## config.mk

```make
export PLATFORM = sky130hd
export DESIGN_NAME = csw_select
export DESIGN_NICKNAME = d
export VERILOG_FILES = /design/src/inc/csw_pkg.sv /design/src/design/csw_select.sv
export SDC_FILE = /design/constraint.sdc
export NUM_CORES = 1
export LEC_CHECK = 0
export ABC_CLOCK_PERIOD_IN_PS = 2550
export BUFFER_PORTS_ARGS = -buffer_cell sky130_fd_sc_hd__buf_2
export CELL_PAD_IN_SITES_DETAIL_PLACEMENT = 2
export CELL_PAD_IN_SITES_GLOBAL_PLACEMENT = 2
export CORE_MARGIN = 10
export CORE_UTILIZATION = 35
export DETAILED_ROUTE_END_ITERATION = 8
export PLACE_DENSITY_LB_ADDON = 0.05
export SYNTH_ARGS = -nofsm -noshare
export SYNTH_HDL_FRONTEND = slang
export SYNTH_SLANG_ARGS = --single-unit
export TNS_END_PERCENT = 50
```

## constraint.sdc

```tcl
create_clock -name i_clock -period 2.55 [get_ports i_clock]
set_clock_uncertainty 0.15 [all_clocks]
set_input_delay 0.51 -clock i_clock [delete_from_list [all_inputs] [get_ports i_clock]]
set_output_delay 0.51 -clock i_clock [all_outputs]
set_load 0.01 [all_outputs]
```

## src/inc/csw_pkg.sv

```systemverilog
package csw_pkg;
  localparam int          NUM_LINES      = 6;
  localparam int          BOOT_LINE      = 0;
  localparam logic [3:0]  ADDR_W         = 4'h4;
  // Register index = line number; one control register per select line
  localparam logic [3:0]  OFS_CTRL_BASE  = 4'h0;
  localparam logic [3:0]  OFS_STATUS     = 4'h8;
  // Control register field positions
  localparam int          POS_ENABLE     = 0;
  localparam int          POS_LEVEL      = 1;
  localparam int          POS_WSC_LO     = 8;
  localparam int          POS_WSC_HI     = 13;
  localparam int          POS_WWS_LO     = 16;
  localparam int          POS_WWS_HI     = 18;
  // Reset values
  localparam logic        RST_EN_BOOT    = 1'b1;
  localparam logic        RST_EN_OTHER   = 1'b0;
  localparam logic        RST_LVL_OTHER  = 1'b1;
  localparam logic [5:0]  RST_WSC        = 6'h00;
  localparam logic [2:0]  RST_WWS        = 3'h0;
  localparam logic [5:0]  WSC_RESERVED   = 6'h3f;
  localparam logic [6:0]  WAIT_MAX       = 7'h3f;
  typedef enum logic [1:0] {ST_IDLE, ST_WAIT, ST_DONE} csw_state_t;
endpackage

```

## src/design/csw_select.sv

```systemverilog
`timescale 1ns/1ns
// Notes on behaviour
// Disabled line other than the boot line drives pin from level bit
// Boot line has no level bit
// Reset sets level bit on other lines
// Reset sets enable on boot line
// Reset clears enable on other lines
// Enabled line ignores its level bit
// Access to disabled line ends in error
// Boot line with enable clear stays inactive
// Enabled line asserts select on valid access
// Extra zero: read=write=count, zero gives one
// Extra one: write is count plus one
// Extra seven: write is count plus seven, capped at 63
// Access stretched by decoded wait count
module csw_select (
  input  wire logic              i_clock,     // System clock, 20 MHz
  input  wire logic              i_resetn,    // Async reset, active low
  input  wire logic [3:0]        i_addr,      // Register index
  input  wire logic [31:0]       i_wdata,     // Register write data
  input  wire logic              i_wr,        // Register write strobe
  input  wire logic              i_rd,        // Register read strobe
  output logic      [31:0]       o_rdata,     // Register read data
  input  wire logic              i_acc_valid, // External access request
  input  wire logic [2:0]        i_acc_line,  // Target select line
  input  wire logic              i_acc_write, // Access is a write
  output logic                   o_acc_done,  // Access completed ok
  output logic                   o_acc_error, // Access ended in error
  output logic                   o_busy,      // Access in progress
  output logic [5:0]             o_select_n   // Select pins, active low
);
  localparam int N = csw_pkg::NUM_LINES;

  logic [N-1:0]       enable_q;
  logic [N-1:0]       level_q;
  logic [5:0]         wsc_q [N];
  logic [2:0]         wws_q [N];
  csw_pkg::csw_state_t state_q;
  logic [6:0]         count_q;
  logic [2:0]         line_q;
  logic               write_q;
  logic [N-1:0]       sel_q;
  logic [N-1:0]       pin_q;
  logic [31:0]        rdata_q;
  logic               err_q;
  logic               done_q;
  logic               err_sticky_q;

  // Wait states for one access; the reserved count is clamped to the maximum
  function automatic logic [6:0] wait_states(input logic [5:0] wait_count_field, input logic [2:0] write_extra_wait_field,
                                             input logic is_write);
    logic [6:0] base;
    logic [6:0] sum;
    base = (wait_count_field == 6'h00) ? 7'h01 : {1'b0, wait_count_field};
    sum  = {1'b0, wait_count_field} + {4'h0, write_extra_wait_field};
    if (wait_count_field == csw_pkg::WSC_RESERVED) begin
      wait_states = csw_pkg::WAIT_MAX;
    end else if (!is_write || write_extra_wait_field == 3'h0) begin
      wait_states = base;
    end else if (wait_count_field == 6'h00) begin
      wait_states = {4'h0, write_extra_wait_field};
    end else if (sum > csw_pkg::WAIT_MAX) begin
      wait_states = csw_pkg::WAIT_MAX;
    end else begin
      wait_states = sum;
    end
  endfunction

  function automatic logic [31:0] ctrl_word(input int idx);
    logic [31:0] w;
    w = 32'h0000_0000;
    w[csw_pkg::POS_ENABLE] = enable_q[idx];
    w[csw_pkg::POS_LEVEL]  = (idx == csw_pkg::BOOT_LINE) ? 1'b0 : level_q[idx];
    w[csw_pkg::POS_WSC_HI:csw_pkg::POS_WSC_LO] = wsc_q[idx];
    w[csw_pkg::POS_WWS_HI:csw_pkg::POS_WWS_LO] = wws_q[idx];
    ctrl_word = w;
  endfunction

  genvar g;
  generate
    for (g = 0; g < N; g++) begin : g_line
      localparam logic EN_RST = (g == csw_pkg::BOOT_LINE) ? csw_pkg::RST_EN_BOOT : csw_pkg::RST_EN_OTHER;
      wire hit = i_wr && (i_addr == csw_pkg::OFS_CTRL_BASE + 4'(g));
      always_ff @(posedge i_clock or negedge i_resetn) begin
        if (!i_resetn) begin
          enable_q[g] <= EN_RST;
          wsc_q[g]    <= csw_pkg::RST_WSC;
          wws_q[g]    <= csw_pkg::RST_WWS;
        end else if (hit) begin
          enable_q[g] <= i_wdata[csw_pkg::POS_ENABLE];
          wsc_q[g]    <= i_wdata[csw_pkg::POS_WSC_HI:csw_pkg::POS_WSC_LO];
          wws_q[g]    <= i_wdata[csw_pkg::POS_WWS_HI:csw_pkg::POS_WWS_LO];
        end
      end
      if (g == csw_pkg::BOOT_LINE) begin : g_boot
        assign level_q[g] = 1'b0;
      end else begin : g_other
        always_ff @(posedge i_clock or negedge i_resetn) begin
          if (!i_resetn) begin
            level_q[g] <= csw_pkg::RST_LVL_OTHER;
          end else if (hit) begin
            level_q[g] <= i_wdata[csw_pkg::POS_LEVEL];
          end
        end
      end
      // Pin: enabled lines show the select (active low); disabled lines show
      // the level bit; the boot line parks high (inactive) when disabled
      always_ff @(posedge i_clock or negedge i_resetn) begin
        if (!i_resetn) begin
          pin_q[g] <= 1'b1;
        end else if (enable_q[g]) begin
          pin_q[g] <= !sel_q[g];
        end else if (g == csw_pkg::BOOT_LINE) begin
          pin_q[g] <= 1'b1;
        end else begin
          pin_q[g] <= level_q[g];
        end
      end
    end
  endgenerate

  assign o_select_n = pin_q;

  // Access sequencer
  always_ff @(posedge i_clock or negedge i_resetn) begin
    if (!i_resetn) begin
      state_q <= csw_pkg::ST_IDLE;
      count_q <= 7'h00;
      line_q  <= 3'h0;
      write_q <= 1'b0;
      sel_q   <= '0;
      err_q   <= 1'b0;
      done_q  <= 1'b0;
    end else begin
      err_q  <= 1'b0;
      done_q <= 1'b0;
      case (state_q)
        csw_pkg::ST_IDLE: begin
          if (i_acc_valid) begin
            if (i_acc_line >= 3'(N) || !enable_q[i_acc_line]) begin
              err_q <= 1'b1;
            end else begin
              line_q  <= i_acc_line;
              write_q <= i_acc_write;
              count_q <= wait_states(wsc_q[i_acc_line], wws_q[i_acc_line], i_acc_write);
              sel_q[i_acc_line] <= 1'b1;
              state_q <= csw_pkg::ST_WAIT;
            end
          end
        end
        csw_pkg::ST_WAIT: begin
          if (count_q <= 7'h01) begin
            state_q <= csw_pkg::ST_DONE;
          end else begin
            count_q <= count_q - 7'h01;
          end
        end
        csw_pkg::ST_DONE: begin
          sel_q   <= '0;
          done_q  <= 1'b1;
          state_q <= csw_pkg::ST_IDLE;
        end
        default: begin
          state_q <= csw_pkg::ST_IDLE;
        end
      endcase
    end
  end

  assign o_acc_done  = done_q;
  assign o_acc_error = err_q;
  assign o_busy      = (state_q != csw_pkg::ST_IDLE);

  // Status: sticky error flag; a new error wins over a clear in the same cycle
  always_ff @(posedge i_clock or negedge i_resetn) begin
    if (!i_resetn) begin
      err_sticky_q <= 1'b0;
    end else if (err_q) begin
      err_sticky_q <= 1'b1;
    end else if (i_wr && i_addr == csw_pkg::OFS_STATUS && i_wdata[0]) begin
      err_sticky_q <= 1'b0;
    end
  end

  always_ff @(posedge i_clock or negedge i_resetn) begin
    if (!i_resetn) begin
      rdata_q <= 32'h0000_0000;
    end else if (i_rd) begin
      if (i_addr < csw_pkg::OFS_CTRL_BASE + 4'(N)) begin
        rdata_q <= ctrl_word(int'(i_addr));
      end else if (i_addr == csw_pkg::OFS_STATUS) begin
        rdata_q <= {26'h0, o_busy, err_sticky_q, line_q, write_q};
      end else begin
        rdata_q <= 32'h0000_0000;
      end
    end else begin
      rdata_q <= 32'h0000_0000;
    end
  end

  assign o_rdata = rdata_q;

  // Checks
  AST_PIN_LEVEL: assert property (@(posedge i_clock) disable iff (!i_resetn)
    (!enable_q[1] && !$past(enable_q[1])) |-> (o_select_n[1] == $past(level_q[1])))
    else $error("disabled line pin not following level bit");
  AST_BOOT_LEVEL_ZERO: assert property (@(posedge i_clock) disable iff (!i_resetn)
    i_rd && i_addr == 4'h0 |=> o_rdata[1] == 1'b0)
    else $error("boot line level bit not reserved");
  AST_RESET_LEVEL: assert property (@(posedge i_clock)
    $rose(i_resetn) |-> level_q[5:1] == 5'h1f)
    else $error("level bits not set after reset");
  AST_RESET_BOOT_EN: assert property (@(posedge i_clock)
    $rose(i_resetn) |-> enable_q[0])
    else $error("boot enable not set after reset");
  AST_RESET_OTHER_EN: assert property (@(posedge i_clock)
    $rose(i_resetn) |-> enable_q[5:1] == 5'h00)
    else $error("other enables not clear after reset");
  AST_ERR_DISABLED: assert property (@(posedge i_clock) disable iff (!i_resetn)
    (state_q == csw_pkg::ST_IDLE && i_acc_valid && i_acc_line < 3'h6 && !enable_q[i_acc_line])
    |=> o_acc_error && sel_q == '0)
    else $error("access to disabled line not refused");
  AST_BOOT_INACTIVE: assert property (@(posedge i_clock) disable iff (!i_resetn)
    !$past(enable_q[0]) |-> o_select_n[0])
    else $error("disabled boot line not inactive");
  AST_SELECT_ON_ACCESS: assert property (@(posedge i_clock) disable iff (!i_resetn)
    (state_q == csw_pkg::ST_IDLE && i_acc_valid && i_acc_line == 3'h2 && enable_q[2])
    |=> ##1 (o_select_n[2] == 1'b0 || !enable_q[2]))
    else $error("enabled line not selected");
  AST_WAIT_LEN: assert property (@(posedge i_clock) disable iff (!i_resetn)
    (state_q == csw_pkg::ST_IDLE && i_acc_valid && i_acc_line == 3'h1 && enable_q[1]
     && wsc_q[1] == 6'h00 && wws_q[1] == 3'h7 && i_acc_write)
    |=> (state_q == csw_pkg::ST_WAIT)[*7] ##1 state_q == csw_pkg::ST_DONE)
    else $error("write wait length wrong for extra seven");
  AST_WAIT_ZERO: assert property (@(posedge i_clock) disable iff (!i_resetn)
    (state_q == csw_pkg::ST_IDLE && i_acc_valid && i_acc_line == 3'h1 && enable_q[1]
     && wsc_q[1] == 6'h00 && wws_q[1] == 3'h1 && i_acc_write)
    |=> (state_q == csw_pkg::ST_WAIT)[*1] ##1 state_q == csw_pkg::ST_DONE)
    else $error("zero count write wait wrong for extra one");

  COV_ACCESS_DONE: cover property (@(posedge i_clock) disable iff (!i_resetn) o_acc_done);
  COV_ACCESS_ERR: cover property (@(posedge i_clock) disable iff (!i_resetn) o_acc_error);
  COV_LEVEL_LOW: cover property (@(posedge i_clock) disable iff (!i_resetn) !enable_q[3] && !o_select_n[3]);
  COV_WRITE_DONE: cover property (@(posedge i_clock) disable iff (!i_resetn) o_acc_done && write_q);

  // Sequencer invariants: a single select at a time, held only while busy
  AST_DONE_PULSE: assert property (@(posedge i_clock) disable iff (!i_resetn)
    o_acc_done |=> !o_acc_done)
    else $error("done pulse longer than one cycle");
  AST_ERR_IDLE: assert property (@(posedge i_clock) disable iff (!i_resetn)
    o_acc_error |-> !o_busy && sel_q == '0)
    else $error("refused access left sequencer busy");
  AST_WAIT_HAS_SEL: assert property (@(posedge i_clock) disable iff (!i_resetn)
    state_q == csw_pkg::ST_WAIT |-> sel_q != '0)
    else $error("waiting without a select");
  AST_IDLE_NO_SEL: assert property (@(posedge i_clock) disable iff (!i_resetn)
    state_q == csw_pkg::ST_IDLE |-> sel_q == '0)
    else $error("select held while idle");
  AST_ONE_SEL: assert property (@(posedge i_clock) disable iff (!i_resetn)
    $onehot0(sel_q))
    else $error("more than one select active");
  AST_COUNT_NONZERO: assert property (@(posedge i_clock) disable iff (!i_resetn)
    state_q == csw_pkg::ST_WAIT |-> count_q != 7'h00)
    else $error("wait counter reached zero");
  AST_WAIT_FIVE: assert property (@(posedge i_clock) disable iff (!i_resetn)
    (state_q == csw_pkg::ST_IDLE && i_acc_valid && i_acc_line == 3'h1 && enable_q[1]
     && wsc_q[1] == 6'h05 && wws_q[1] == 3'h0)
    |=> (state_q == csw_pkg::ST_WAIT)[*5] ##1 state_q == csw_pkg::ST_DONE)
    else $error("wait length wrong for extra zero");
  AST_WAIT_ONE_ONE: assert property (@(posedge i_clock) disable iff (!i_resetn)
    (state_q == csw_pkg::ST_IDLE && i_acc_valid && i_acc_line == 3'h1 && enable_q[1]
     && wsc_q[1] == 6'h01 && wws_q[1] == 3'h1 && i_acc_write)
    |=> (state_q == csw_pkg::ST_WAIT)[*2] ##1 state_q == csw_pkg::ST_DONE)
    else $error("write wait wrong for count one extra one");
  AST_LEVEL_WRITE: assert property (@(posedge i_clock) disable iff (!i_resetn)
    i_wr && i_addr == 4'h3 |=> level_q[3] == $past(i_wdata[1]))
    else $error("level bit not taken from write");
  AST_ENABLED_IDLE_HIGH: assert property (@(posedge i_clock) disable iff (!i_resetn)
    ($past(enable_q[2]) && !$past(sel_q[2])) |-> o_select_n[2])
    else $error("enabled line pin follows level bit");
endmodule

```

==> results of run 1 <==
==> stage by stage <==
stage / hold WS [ns] / TNS, ns
2_1_floorplan: 0.0644 / -2.28
3_3_place_gp: 0.250 / -4.71
3_5_place_dp: 0.256 / -5.75
4_1_cts: 0.266 / -0.568
5_1_grt: 0.292 / -1.58
6_report: 0.260 / -0.872
==> cell usage in the layout, fill, tap and decap left out, types with 4 or more instances in the layout <==
cell	n
clkbuf_16	9
a22oi_1	11
mux2_2	79
dfrtp_1	96
nor2_1	38
buf_12	4
a21o_1	4
dfstp_2	12
nand4_1	4
nor3_1	4
conb_1	17
nor3_2	6
a21oi_1	16
mux4_2	13
nand2b_1	6
buf_2	45
nand2_1	14
inv_1	12
mux2_4	5
o21ai_0	9
buf_4	85
a221o_1	8
a31oi_1	6
nand3_1	10
nor2b_1	5
mux2i_1	14
and3_1	6
==> synth_stat cells, types with 8 or more instances <==
library cell | count | share of area
nor3_1 | 9 | 0.0078
a21oi_1 | 16 | 0.014
mux2i_1 | 14 | 0.024
mux4_2 | 13 | 0.050
inv_1 | 15 | 0.0097
dfrtp_1 | 96 | 0.41
a22oi_1 | 11 | 0.014
dfstp_2 | 12 | 0.054
mux2_2 | 80 | 0.16
clkbuf_1 | 11 | 0.0071
o21ai_0 | 10 | 0.0086
nand2_1 | 18 | 0.012
buf_4 | 19 | 0.025
a221o_1 | 8 | 0.014
nand3_1 | 10 | 0.0086
nor2_1 | 39 | 0.025
==> report_power, final <==
part / internal, mW / leakage [nW] / total [mW] / switching (mW)
registers: 2.02 / 1.35 / 2.25 / 0.232
clock network: 0.829 / 0.158 / 1.53 / 0.702
logic: 0.761 / 1.86 / 1.39 / 0.629
==> worst register-to-register path, stage by stage, from the launching register on <==
cell and delay, ns:
dfrtp_1 0.41, mux2_4 0.26, a221o_1 0.36, nand2_2 0.10, inv_2 0.06, ha_4 0.16, fa_2 0.35, a21o_1 0.24
nand2_4 0.13, nor2_4 0.04, o311ai_2 0.28, a21oi_1 0.11
==> registers in the layout, indices dropped and copies added, names as in the netlist <==
| signal | flops |
|---|---|
| sel_q | 6 |
| o_acc_error | 1 |
| o_acc_done | 1 |
| enable_q | 6 |
| o_select_n | 6 |
| count_q | 7 |
| write_q | 1 |
| level_q | 5 |
| state_q | 2 |
| err_sticky_q | 1 |
| o_rdata | 15 |
| wsc_q | 36 |
| wws_q | 18 |
| line_q | 3 |
==> cells by family (layout without fill, tap and decap cells) <==
| group | count (synthesis) | in the layout |
|---|---|---|
| AOI/OAI and AO/OA | 83 | 83 |
| xor gates and xnor gates | 2 | 2 |
| adders and majority gates | 6 | 6 |
| buffers and inverters | 57 | 168 |
| DFF | 108 | 108 |
| muxes | 112 | 112 |
| other | 1 | 17 |
| and+or+nand+nor | 115 | 115 |
==> worst max path at each step <==
stage / startpoint / endpoint / slack (ns) / depth (start not counted)
after floorplan: i_acc_line[2] / count_q[3]$_DFFE_PN0P_ / -0.44 / 13
after global placement: i_acc_line[2] / count_q[3]$_DFFE_PN0P_ / -0.62 / 12
after detailed placement: i_acc_line[2] / count_q[4]$_DFFE_PN0P_ / -0.75 / 10
after CTS: wws_q[15]$_DFFE_PN0P_ / count_q[1]$_DFFE_PN0P_ / -0.15 / 11
after global routing: wws_q[15]$_DFFE_PN0P_ / count_q[1]$_DFFE_PN0P_ / -0.31 / 11
final: wws_q[3]$_DFFE_PN0P_ / count_q[1]$_DFFE_PN0P_ / -0.21 / 11
==> metal layers <==
metal  global-route usage  routed length, um  up-vias
met5                    0                  0        -
met4               0.0486                317        0
met3               0.0313                586       24
met2                0.307               9820       66
met1                0.225               8580     2293
li1                     -                  -     1993
==> area by class of cell <==
| cell class | count | area share |
|---|---|---|
| inverter | 15 | 0.00771 |
| tap | 220 | 0.0377 |
| clock inverter | 5 | 0.00925 |
| multi-input combinational | 335 | 0.405 |
| timing repair buffer | 137 | 0.134 |
| sequential | 108 | 0.372 |
| clock buffer | 11 | 0.0346 |
==> repair_timing <==
action                                  4_1_cts  5_1_grt
hold buffers                                  1        0
resized for setup                            16       10
buffers inserted                             12        1
endpoints found under the setup margin        6        6
hold endpoints to repair                     26        0
pin swaps                                    11       11
==> flow_metrics.env, run 1 <==
export IMPL_status="finished, violations left"
export IMPL_violations="setup timing"
export IMPL_dp_slack_ns=-0.745
export IMPL_finalSetupViolCount=6
export IMPL_drt_iter0_drc=186
export IMPL_start_util=0.354
export IMPL_crit_path_cell_trace="mux2_4, a221o_1, nand2_2, inv_2, ha_4, fa_2, a21o_1, nand2_4, nor2_4, o311ai_2, a21oi_1"
export IMPL_synth_edf_count=0
export IMPL_crit_path_end_kind="flip-flop"
export IMPL_hold_depth=1
export IMPL_num_vias=4376
export IMPL_grt_max_degree=41
export IMPL_fillers=1682
export IMPL_grt_first_pass_wirelength_mm=30.6
export IMPL_rrSetupSlack_ns=-0.21
export IMPL_yosysSeqAreaShare=0.468
export IMPL_peakVddDrop_uv=373
export IMPL_critPathKind="reg2reg"
export IMPL_maxSlewViolCount=0
export IMPL_coreArea_um2=16400
export IMPL_synth_fa_ha_area_frac=0.0142
export IMPL_critPathBufInv=1
export IMPL_fin_util=0.445
export IMPL_cts_tree="built"
export IMPL_numClockSinks=108
export IMPL_cts_root_buf="clkbuf_16"
export IMPL_worstSetupStartpointType="flip-flop"
export IMPL_syn_to_final_growth_pct=25.7
export IMPL_cp_data_required_time_ns=2.64
export IMPL_grt_pass1_vias=5049
export IMPL_clkTransAtPathRegs_ns=0.08
export IMPL_io_pin_count=86
export IMPL_drive_gt1_frac=0.494
export IMPL_synth_compound_gate_area_share=0.116
export IMPL_stdcell_count=831
export IMPL_ff_latch_area_um2=2720
export IMPL_rows=47
export IMPL_finalHoldViolations=0
export IMPL_dpl_cell_count=801
export IMPL_reg2reg_depth=11
export IMPL_syn_area_um2=5810
export IMPL_drcViolationCount=0
export IMPL_die_y_um=149
export IMPL_whs_endpoint="o_select_n[0]$_DFF_PN1_"
export IMPL_n_antenna_cell=0
export IMPL_viasPerCell=5.27
export IMPL_synth_mux_area_frac=0.241
export IMPL_tightest_slew_ns=0.637
export IMPL_placed_area_um2=6760
export IMPL_crit_arrival_ns=2.85
export IMPL_dr_pass1_iters=5
export IMPL_postSynthAreaPerCell_um2=12.0
export IMPL_power_mw=5.17
export IMPL_routed_wl_mm=19.3
export IMPL_critPathMaxFanout=5
export IMPL_cp_top_family="compound AO/OA/AOI/OAI gates"
export IMPL_multi_input_area_um2=2960
export IMPL_synth_seq_cells=108
export IMPL_portBuffers=47
export IMPL_hpwlAfterDp_mm=14.3
export IMPL_layout_setup_ws_ns=-0.205
export IMPL_finalCritPeriodShare=1.08
export IMPL_r2r_start="wws_q[3]$_DFFE_PN0P_"
export IMPL_syn_inst=484
export IMPL_critPathSlowestCell="dfrtp_1"
export IMPL_min_path_type="reg2reg"
export IMPL_power_leakage_nw=3.37
export IMPL_num_nets_final=657
export IMPL_overflow=0
export IMPL_cap_viol_max_count=0
export IMPL_rsz0062_at_grt="true"
export IMPL_chipWidth_um=149
export IMPL_ys_types=62
export IMPL_async_flop_share=1.00
export IMPL_grtUsageTotal=0.178
export IMPL_yosysWarnings=0
export IMPL_critPathMaxStageDelay_ns=0.41
export IMPL_power_density_nw_per_um2=708
export IMPL_wl_per_cell_um=23.2
export IMPL_rr_endpoint="count_q[1]$_DFFE_PN0P_"
export IMPL_htreeDepth=3
export IMPL_synth_xor_area_frac=0.00302
export IMPL_antenna_left=0
export IMPL_clockBufferDepth=2
export IMPL_maxSlewHeadroom=0.575
export IMPL_postLayoutCellArea_um2=7300
export IMPL_hold_start="sel_q[0]$_DFFE_PN0P_"
export IMPL_gp_congestion=0.798
export IMPL_max_freq_mhz=363
export IMPL_clock_latency_ns=0.36
export IMPL_yosys_area_share_simple=0.102
export IMPL_dieArea_um2=22200
export IMPL_cts_buffers=9
export IMPL_synth_top_flop_cell="dfrtp_1"
export IMPL_fin_crit_ns=2.76
export IMPL_antenna_found_initial=0
export IMPL_synth_top_family_by_area="multiplexers"
Note: power is estimated with default switching activity, not from simulation.
==> inputs of run 2 (changes only) <==
--- a/config.mk
+++ b/config.mk
@@ -5,12 +5,12 @@
 export SDC_FILE = /design/constraint.sdc
 export NUM_CORES = 1
 export LEC_CHECK = 0
-export ABC_CLOCK_PERIOD_IN_PS = 2550
+export ABC_CLOCK_PERIOD_IN_PS = 3400
 export BUFFER_PORTS_ARGS = -buffer_cell sky130_fd_sc_hd__buf_2
 export CELL_PAD_IN_SITES_DETAIL_PLACEMENT = 2
 export CELL_PAD_IN_SITES_GLOBAL_PLACEMENT = 2
 export CORE_MARGIN = 10
-export CORE_UTILIZATION = 35
+export CORE_UTILIZATION = 41
 export DETAILED_ROUTE_END_ITERATION = 8
 export PLACE_DENSITY_LB_ADDON = 0.05
 export SYNTH_ARGS = -nofsm -noshare
==> constraint.sdc (replaced) <==
create_clock -name i_clock -period 3.4 [get_ports i_clock]
set_clock_uncertainty 0.15 [all_clocks]
set_input_delay 0.68 -clock i_clock [delete_from_list [all_inputs] [get_ports i_clock]]
set_output_delay 0.68 -clock i_clock [all_outputs]
set_load 0.01 [all_outputs]
==> run 2 against run 1 <==
  * The run now ends clean
  * Sequential share of layout area grew 3.2 points
  * Via count shrank 4.1%
  * Global-route usage grew 0.57 points
  * Wire length shrank 8.9%
  * Count of clock-buffer cells in the layout shrank 1
  * Setup slack gained 0.41 ns
  * Combinational power shrank 38%
  * Utilization grew 4.0 points
  * Die area shrank 13%
  * Final area shrank 7.9%
==> flow_metrics.env, run 2 (same netlist as run 1, synthesis figures left out) <==
export IMPL_r2r_start="wsc_q[24]$_DFFE_PN0P_"
export IMPL_drt_iter0_drc=270
export IMPL_rr_endpoint="count_q[1]$_DFFE_PN0P_"
export IMPL_clkTransAtPathRegs_ns=0.08
export IMPL_largest_register="wsc_q"
export IMPL_cp_data_required_time_ns=3.48
export IMPL_final_common_cell="dfrtp_1"
export IMPL_htreeDepth=3
export IMPL_rrSetupSlack_ns=0.44
export IMPL_drcViolationCount=0
export IMPL_worstSetupStartpointType="primary input"
export IMPL_dr_pass1_iters=4
export IMPL_finalHoldViolations=0
export IMPL_chipWidth_um=139
export IMPL_wl_per_cell_um=23.7
export IMPL_maxSlewHeadroom=0.559
export IMPL_crit_path_cell_trace="clkbuf_4, buf_4, mux2_2, mux4_2, ha_1, a21o_1, nand2_1, nor3_1, mux2i_1, a21oi_1"
export IMPL_largest_reg_flops=36
export IMPL_num_vias=4197
export IMPL_min_path_type="in2async"
export IMPL_maxSlewViolCount=0
export IMPL_coreArea_um2=13900
export IMPL_power_leakage_nw=3.09
export IMPL_finalCritPeriodShare=0.940
export IMPL_cts_buffers=9
export IMPL_antenna_found_initial=0
export IMPL_reg2reg_depth=11
export IMPL_peakVddDrop_uv=253
export IMPL_hpwlAfterDp_mm=12.9
export IMPL_whs_ns=0.198
export IMPL_grt_pass1_vias=4768
export IMPL_drive_gt1_frac=0.412
export IMPL_post_cts_buffers=0
export IMPL_start_util=0.419
export IMPL_mostFrequentLayoutCells="96 x dfrtp_1, 80 x mux2_2, 45 x buf_2"
export IMPL_critPathKind="in2reg"
export IMPL_cts_root_buf="clkbuf_16"
export IMPL_cap_viol_max_count=0
export IMPL_startpoint="i_acc_line[2]"
export IMPL_num_nets_final=609
export IMPL_viasPerCell=5.65
export IMPL_n_antenna_cell=0
export IMPL_crit_arrival_ns=3.27
export IMPL_critPathMaxStageDelay_ns=0.51
export IMPL_antenna_left=0
export IMPL_clockBufferDepth=2
export IMPL_max_freq_mhz=313
export IMPL_numClockSinks=108
export IMPL_syn_to_final_growth_pct=15.9
export IMPL_grt_first_pass_wirelength_mm=28.5
export IMPL_gp_congestion=0.815
export IMPL_overflow=0
export IMPL_setup_tns_ns=0
export IMPL_tightest_slew_ns=0.658
export IMPL_clock_latency_ns=0.36
export IMPL_grtUsageTotal=0.184
export IMPL_rows=43
export IMPL_portBuffers=47
export IMPL_crit_path_end_kind="flip-flop"
export IMPL_status="complete, no violations"
export IMPL_io_pin_count=86
export IMPL_fin_crit_ns=3.20
export IMPL_power_density_nw_per_um2=542
export IMPL_critPathMaxFanout=12
export IMPL_rsz0062_at_grt="false"
export IMPL_die_y_um=139
export IMPL_dieArea_um2=19300
export IMPL_routed_wl_mm=17.6
export IMPL_cts_tree="built"
export IMPL_critPathSlowestCell="mux4_2"
export IMPL_finalSetupViolCount=0
export IMPL_grt_max_degree=52
[run 2: cell types whose count changed in the layout (fill, tap and decap cells not counted), sizes merged]
cell         change
buf             -48
clkinv           -1
clkinvlp         +1
dlygate4sd3      -1
inv              +1
[run 2: power breakdown]
part | internal (mW) | switching [mW]
Sequential | 1.51 | 0.165
Clock | 0.600 | 0.504
Combinational | 0.456 | 0.411
Total | 2.57 | 1.08
[run 2: critical path, delay by kind of cell]
kind,cells,cell delay [ns]
multiplexers,3,1.10
buffers and inverters,2,0.47
AND/OR/NAND/NOR,2,0.42
adder cells (fa/ha/maj),1,0.35
AO/OA/AOI/OAI,2,0.24
[run 2: stage by stage]
step           cells  power (mW)  utilization  area [um2]  worst slack (ns)
2_1_floorplan    500        2.24            -        5870             0.135
3_3_place_gp     727        2.51        0.462        6420            -0.147
3_5_place_dp     727        2.56        0.462        6420            -0.187
4_1_cts          743        3.69        0.485        6730             0.113
5_1_grt          743        3.84        0.485        6730            0.0643
6_report         743        3.65        0.485        6730             0.203
[run 2: what timing repair did]
item                       4_1_cts  5_1_grt
gates resized for setup          0        1
setup endpoints to repair        0        2
hold buffers                     0        0
[run 2: how the worst max path moves through the flow]
stage                              to  depth (start not counted)
2_1_floorplan  count_q[3]$_DFFE_PN0P_                         13
3_3_place_gp   count_q[3]$_DFFE_PN0P_                         12
3_5_place_dp   count_q[4]$_DFFE_PN0P_                         10
4_1_cts        count_q[4]$_DFFE_PN0P_                         10
5_1_grt        count_q[3]$_DFFE_PN0P_                         12
6_report       count_q[4]$_DFFE_PN0P_                         10
[run 2: cell type report]
| class | count | area (um2) |
|---|---|---|
| clock inverters | 6 | 70.1 |
| clock buffers | 10 | 239 |
| flip-flops and latches | 108 | 2720 |
| inverters | 15 | 56.3 |
| well taps | 180 | 225 |
| fillers | 1442 | 7150 |
| multi-input cells | 335 | 2840 |
| repair buffers | 89 | 581 |
[run 2: per-layer routing]
| layer | GRT usage | vias to the layer above | routed length [um] |
|---|---|---|---|
| li1 | - | 1892 | - |
| met1 | 0.240 | 2214 | 8050 |
| met2 | 0.310 | 72 | 8730 |
| met3 | 0.0298 | 19 | 558 |
| met4 | 0.0478 | 0 | 252 |
| met5 | 0 | - | 0 |
==> inputs of run 3 (changes only) <==
--- a/config.mk
+++ b/config.mk
@@ -5,12 +5,12 @@
 export SDC_FILE = /design/constraint.sdc
 export NUM_CORES = 1
 export LEC_CHECK = 0
-export ABC_CLOCK_PERIOD_IN_PS = 3400
+export ABC_CLOCK_PERIOD_IN_PS = 2900
 export BUFFER_PORTS_ARGS = -buffer_cell sky130_fd_sc_hd__buf_2
 export CELL_PAD_IN_SITES_DETAIL_PLACEMENT = 2
 export CELL_PAD_IN_SITES_GLOBAL_PLACEMENT = 2
 export CORE_MARGIN = 10
-export CORE_UTILIZATION = 41
+export CORE_UTILIZATION = 35
 export DETAILED_ROUTE_END_ITERATION = 8
 export PLACE_DENSITY_LB_ADDON = 0.05
 export SYNTH_ARGS = -nofsm -noshare
==> constraint.sdc (replaced) <==
create_clock -name i_clock -period 2.9 [get_ports i_clock]
set_clock_uncertainty 0.15 [all_clocks]
set_input_delay 0.58 -clock i_clock [delete_from_list [all_inputs] [get_ports i_clock]]
set_output_delay 0.58 -clock i_clock [all_outputs]
set_load 0.01 [all_outputs]
==> run 3 against run 2 <==
  * First-iteration DRC count down 46%
  * Setup slack worse by 0.10 ns
  * Critical path depth up 2
  * Sequential cell count unchanged
  * Via count down 0.31%
  * Power up 18%
==> flow_metrics.env, run 3 (same netlist as run 1, synthesis figures left out) <==
export IMPL_num_nets_final=633
export IMPL_startpoint="i_acc_line[2]"
export IMPL_n_antenna_cell=0
export IMPL_finalHoldViolations=0
export IMPL_dr_pass1_iters=4
export IMPL_rrSetupSlack_ns=0.13
export IMPL_gp_congestion=0.778
export IMPL_finalCritPeriodShare=0.965
export IMPL_num_vias=4184
export IMPL_max_freq_mhz=357
export IMPL_largest_register="wsc_q"
export IMPL_stdcell_count=807
export IMPL_whs_ns=0.259
export IMPL_grt_first_pass_wirelength_mm=28.6
export IMPL_hpwlAfterDp_mm=13.3
export IMPL_min_path_type="reg2reg"
export IMPL_routed_wl_mm=17.9
export IMPL_grt_max_degree=87
export IMPL_peakVddDrop_uv=292
export IMPL_crit_path_end_kind="flip-flop"
export IMPL_io_pin_count=86
export IMPL_drt_iter0_drc=145
export IMPL_cts_buffers=9
export IMPL_chipWidth_um=149
export IMPL_die_y_um=149
export IMPL_antenna_found_initial=0
export IMPL_overflow=0
export IMPL_tightest_slew_ns=0.676
export IMPL_fin_util=0.427
export IMPL_critPathKind="in2reg"
export IMPL_crit_arrival_ns=2.88
export IMPL_drive_gt1_frac=0.448
export IMPL_clock_latency_ns=0.36
export IMPL_r2r_start="wsc_q[24]$_DFFE_PN0P_"
export IMPL_mostFrequentLayoutCells="96 x dfrtp_1, 79 x mux2_2, 62 x buf_4"
export IMPL_grt_pass1_vias=4899
export IMPL_viasPerCell=5.18
export IMPL_rr_endpoint="count_q[1]$_DFFE_PN0P_"
export IMPL_cp_data_required_time_ns=2.98
export IMPL_coreArea_um2=16400
export IMPL_htreeDepth=3
export IMPL_finalSetupViolCount=0
export IMPL_start_util=0.354
export IMPL_fillers=1681
export IMPL_maxSlewHeadroom=0.548
export IMPL_wl_per_cell_um=22.2
export IMPL_portBuffers=47
export IMPL_status="complete, no violations"
export IMPL_endpoint="count_q[1]$_DFFE_PN0P_"
export IMPL_largest_reg_flops=36
export IMPL_critPathMaxFanout=10
export IMPL_syn_to_final_growth_pct=20.6
export IMPL_clockBufferDepth=2
export IMPL_worstSetupStartpointType="primary input"
export IMPL_cts_root_buf="clkbuf_16"
export IMPL_numClockSinks=108
export IMPL_fin_crit_ns=2.80
export IMPL_setup_tns_ns=0
export IMPL_final_common_cell="dfrtp_1"
export IMPL_cap_viol_max_count=0
export IMPL_maxSlewViolCount=0
export IMPL_power_leakage_nw=3.22
export IMPL_dieArea_um2=22200
export IMPL_cts_tree="built"
export IMPL_grtUsageTotal=0.167
export IMPL_reg2reg_depth=11
export IMPL_drcViolationCount=0
export IMPL_dpl_cell_count=782
export IMPL_rows=47
export IMPL_antenna_left=0
export IMPL_power_density_nw_per_um2=616
export IMPL_clkTransAtPathRegs_ns=0.07
[run 3: cell count changes in the layout (fill, tap and decap cells not counted), moves of 2 or more]
| cell | previous run | this run |
|---|---|---|
| nor3_1 | 7 | 5 |
| inv_8 | 2 | 0 |
| mux2_4 | 2 | 4 |
| buf_4 | 41 | 62 |
| nand2_2 | 0 | 2 |
| nand2_1 | 18 | 15 |
| clkbuf_1 | 0 | 2 |
| nor3_2 | 3 | 5 |
[run 3: how the worst min path moves through the flow]
stage               slack (ns)                      end  cells after the start                 start
detailed placement        0.26  o_select_n[0]$_DFF_PN1_                      1  sel_q[0]$_DFFE_PN0P_
global route              0.29  o_select_n[0]$_DFF_PN1_                      1  sel_q[0]$_DFFE_PN0P_
global placement          0.25  o_select_n[0]$_DFF_PN1_                      1  sel_q[0]$_DFFE_PN0P_
finish                    0.26  o_select_n[0]$_DFF_PN1_                      1  sel_q[0]$_DFFE_PN0P_
CTS                       0.27  o_select_n[0]$_DFF_PN1_                      1  sel_q[0]$_DFFE_PN0P_
floorplan                 0.13   count_q[0]$_DFFE_PN0P_                      0              i_resetn
[run 3: critical path, stage by stage]
cell	delay (ns)
buf_12	0.12
mux2_2	0.34
a221o_1	0.38
nand2_2	0.11
inv_1	0.07
ha_2	0.19
fa_2	0.35
a21o_1	0.23
nand2_4	0.09
nor2_1	0.05
o311ai_1	0.26
a21oi_1	0.10
[run 3: routing by layer]
layer / part of all wire / vias to the layer above / track usage
met1: 0.44 / 2175 / 0.204
li1: - / 1937 / -
met4: 0.0085 / 0 / 0.0427
met2: 0.52 / 61 / 0.294
met5: 0 / - / 0
met3: 0.035 / 11 / 0.0340
[run 3: layout make-up]
class	instances	area, um2	area share
Multi-Input combinational cell	335	2880	0.411
Sequential cell	108	2720	0.388
Inverter	15	60.1	0.00857
Clock buffer	12	246	0.0352
Tap cell	220	275	0.0393
Clock inverter	4	48.8	0.00696
Timing Repair Buffer	112	774	0.111
Timing Repair inverter	1	5.00	0.000714
[run 3: where the power goes]
group	switching, mW	total (mW)	internal, mW
Combinational	0.494	1.08	0.583
Clock	0.575	1.27	0.696
Sequential	0.193	1.97	1.77
Total	1.26	4.31	3.05
[run 3: metrics by stage]
| step | power [mW] | setup slack [ns] | area [um2] |
|---|---|---|---|
| 3_5_place_dp | 3.05 | -0.520 | 6600 |
| 2_1_floorplan | 2.63 | -0.156 | 5890 |
| 5_1_grt | 4.57 | -0.0466 | 7010 |
| 4_1_cts | 4.34 | -0.0000431 | 6910 |
| 6_report | 4.31 | 0.101 | 7010 |
| 3_3_place_gp | 2.99 | -0.463 | 6600 |
[run 3: what timing repair did]
action / in CTS / in global routing
endpoints found under the setup margin: 6 / 6
buffers inserted: 0 / 7
gates resized for setup: 3 / 11
hold endpoints to repair: 21 / 0
hold buffers: 1 / 0
gates cloned: 0 / 1
pin swaps: 0 / 7
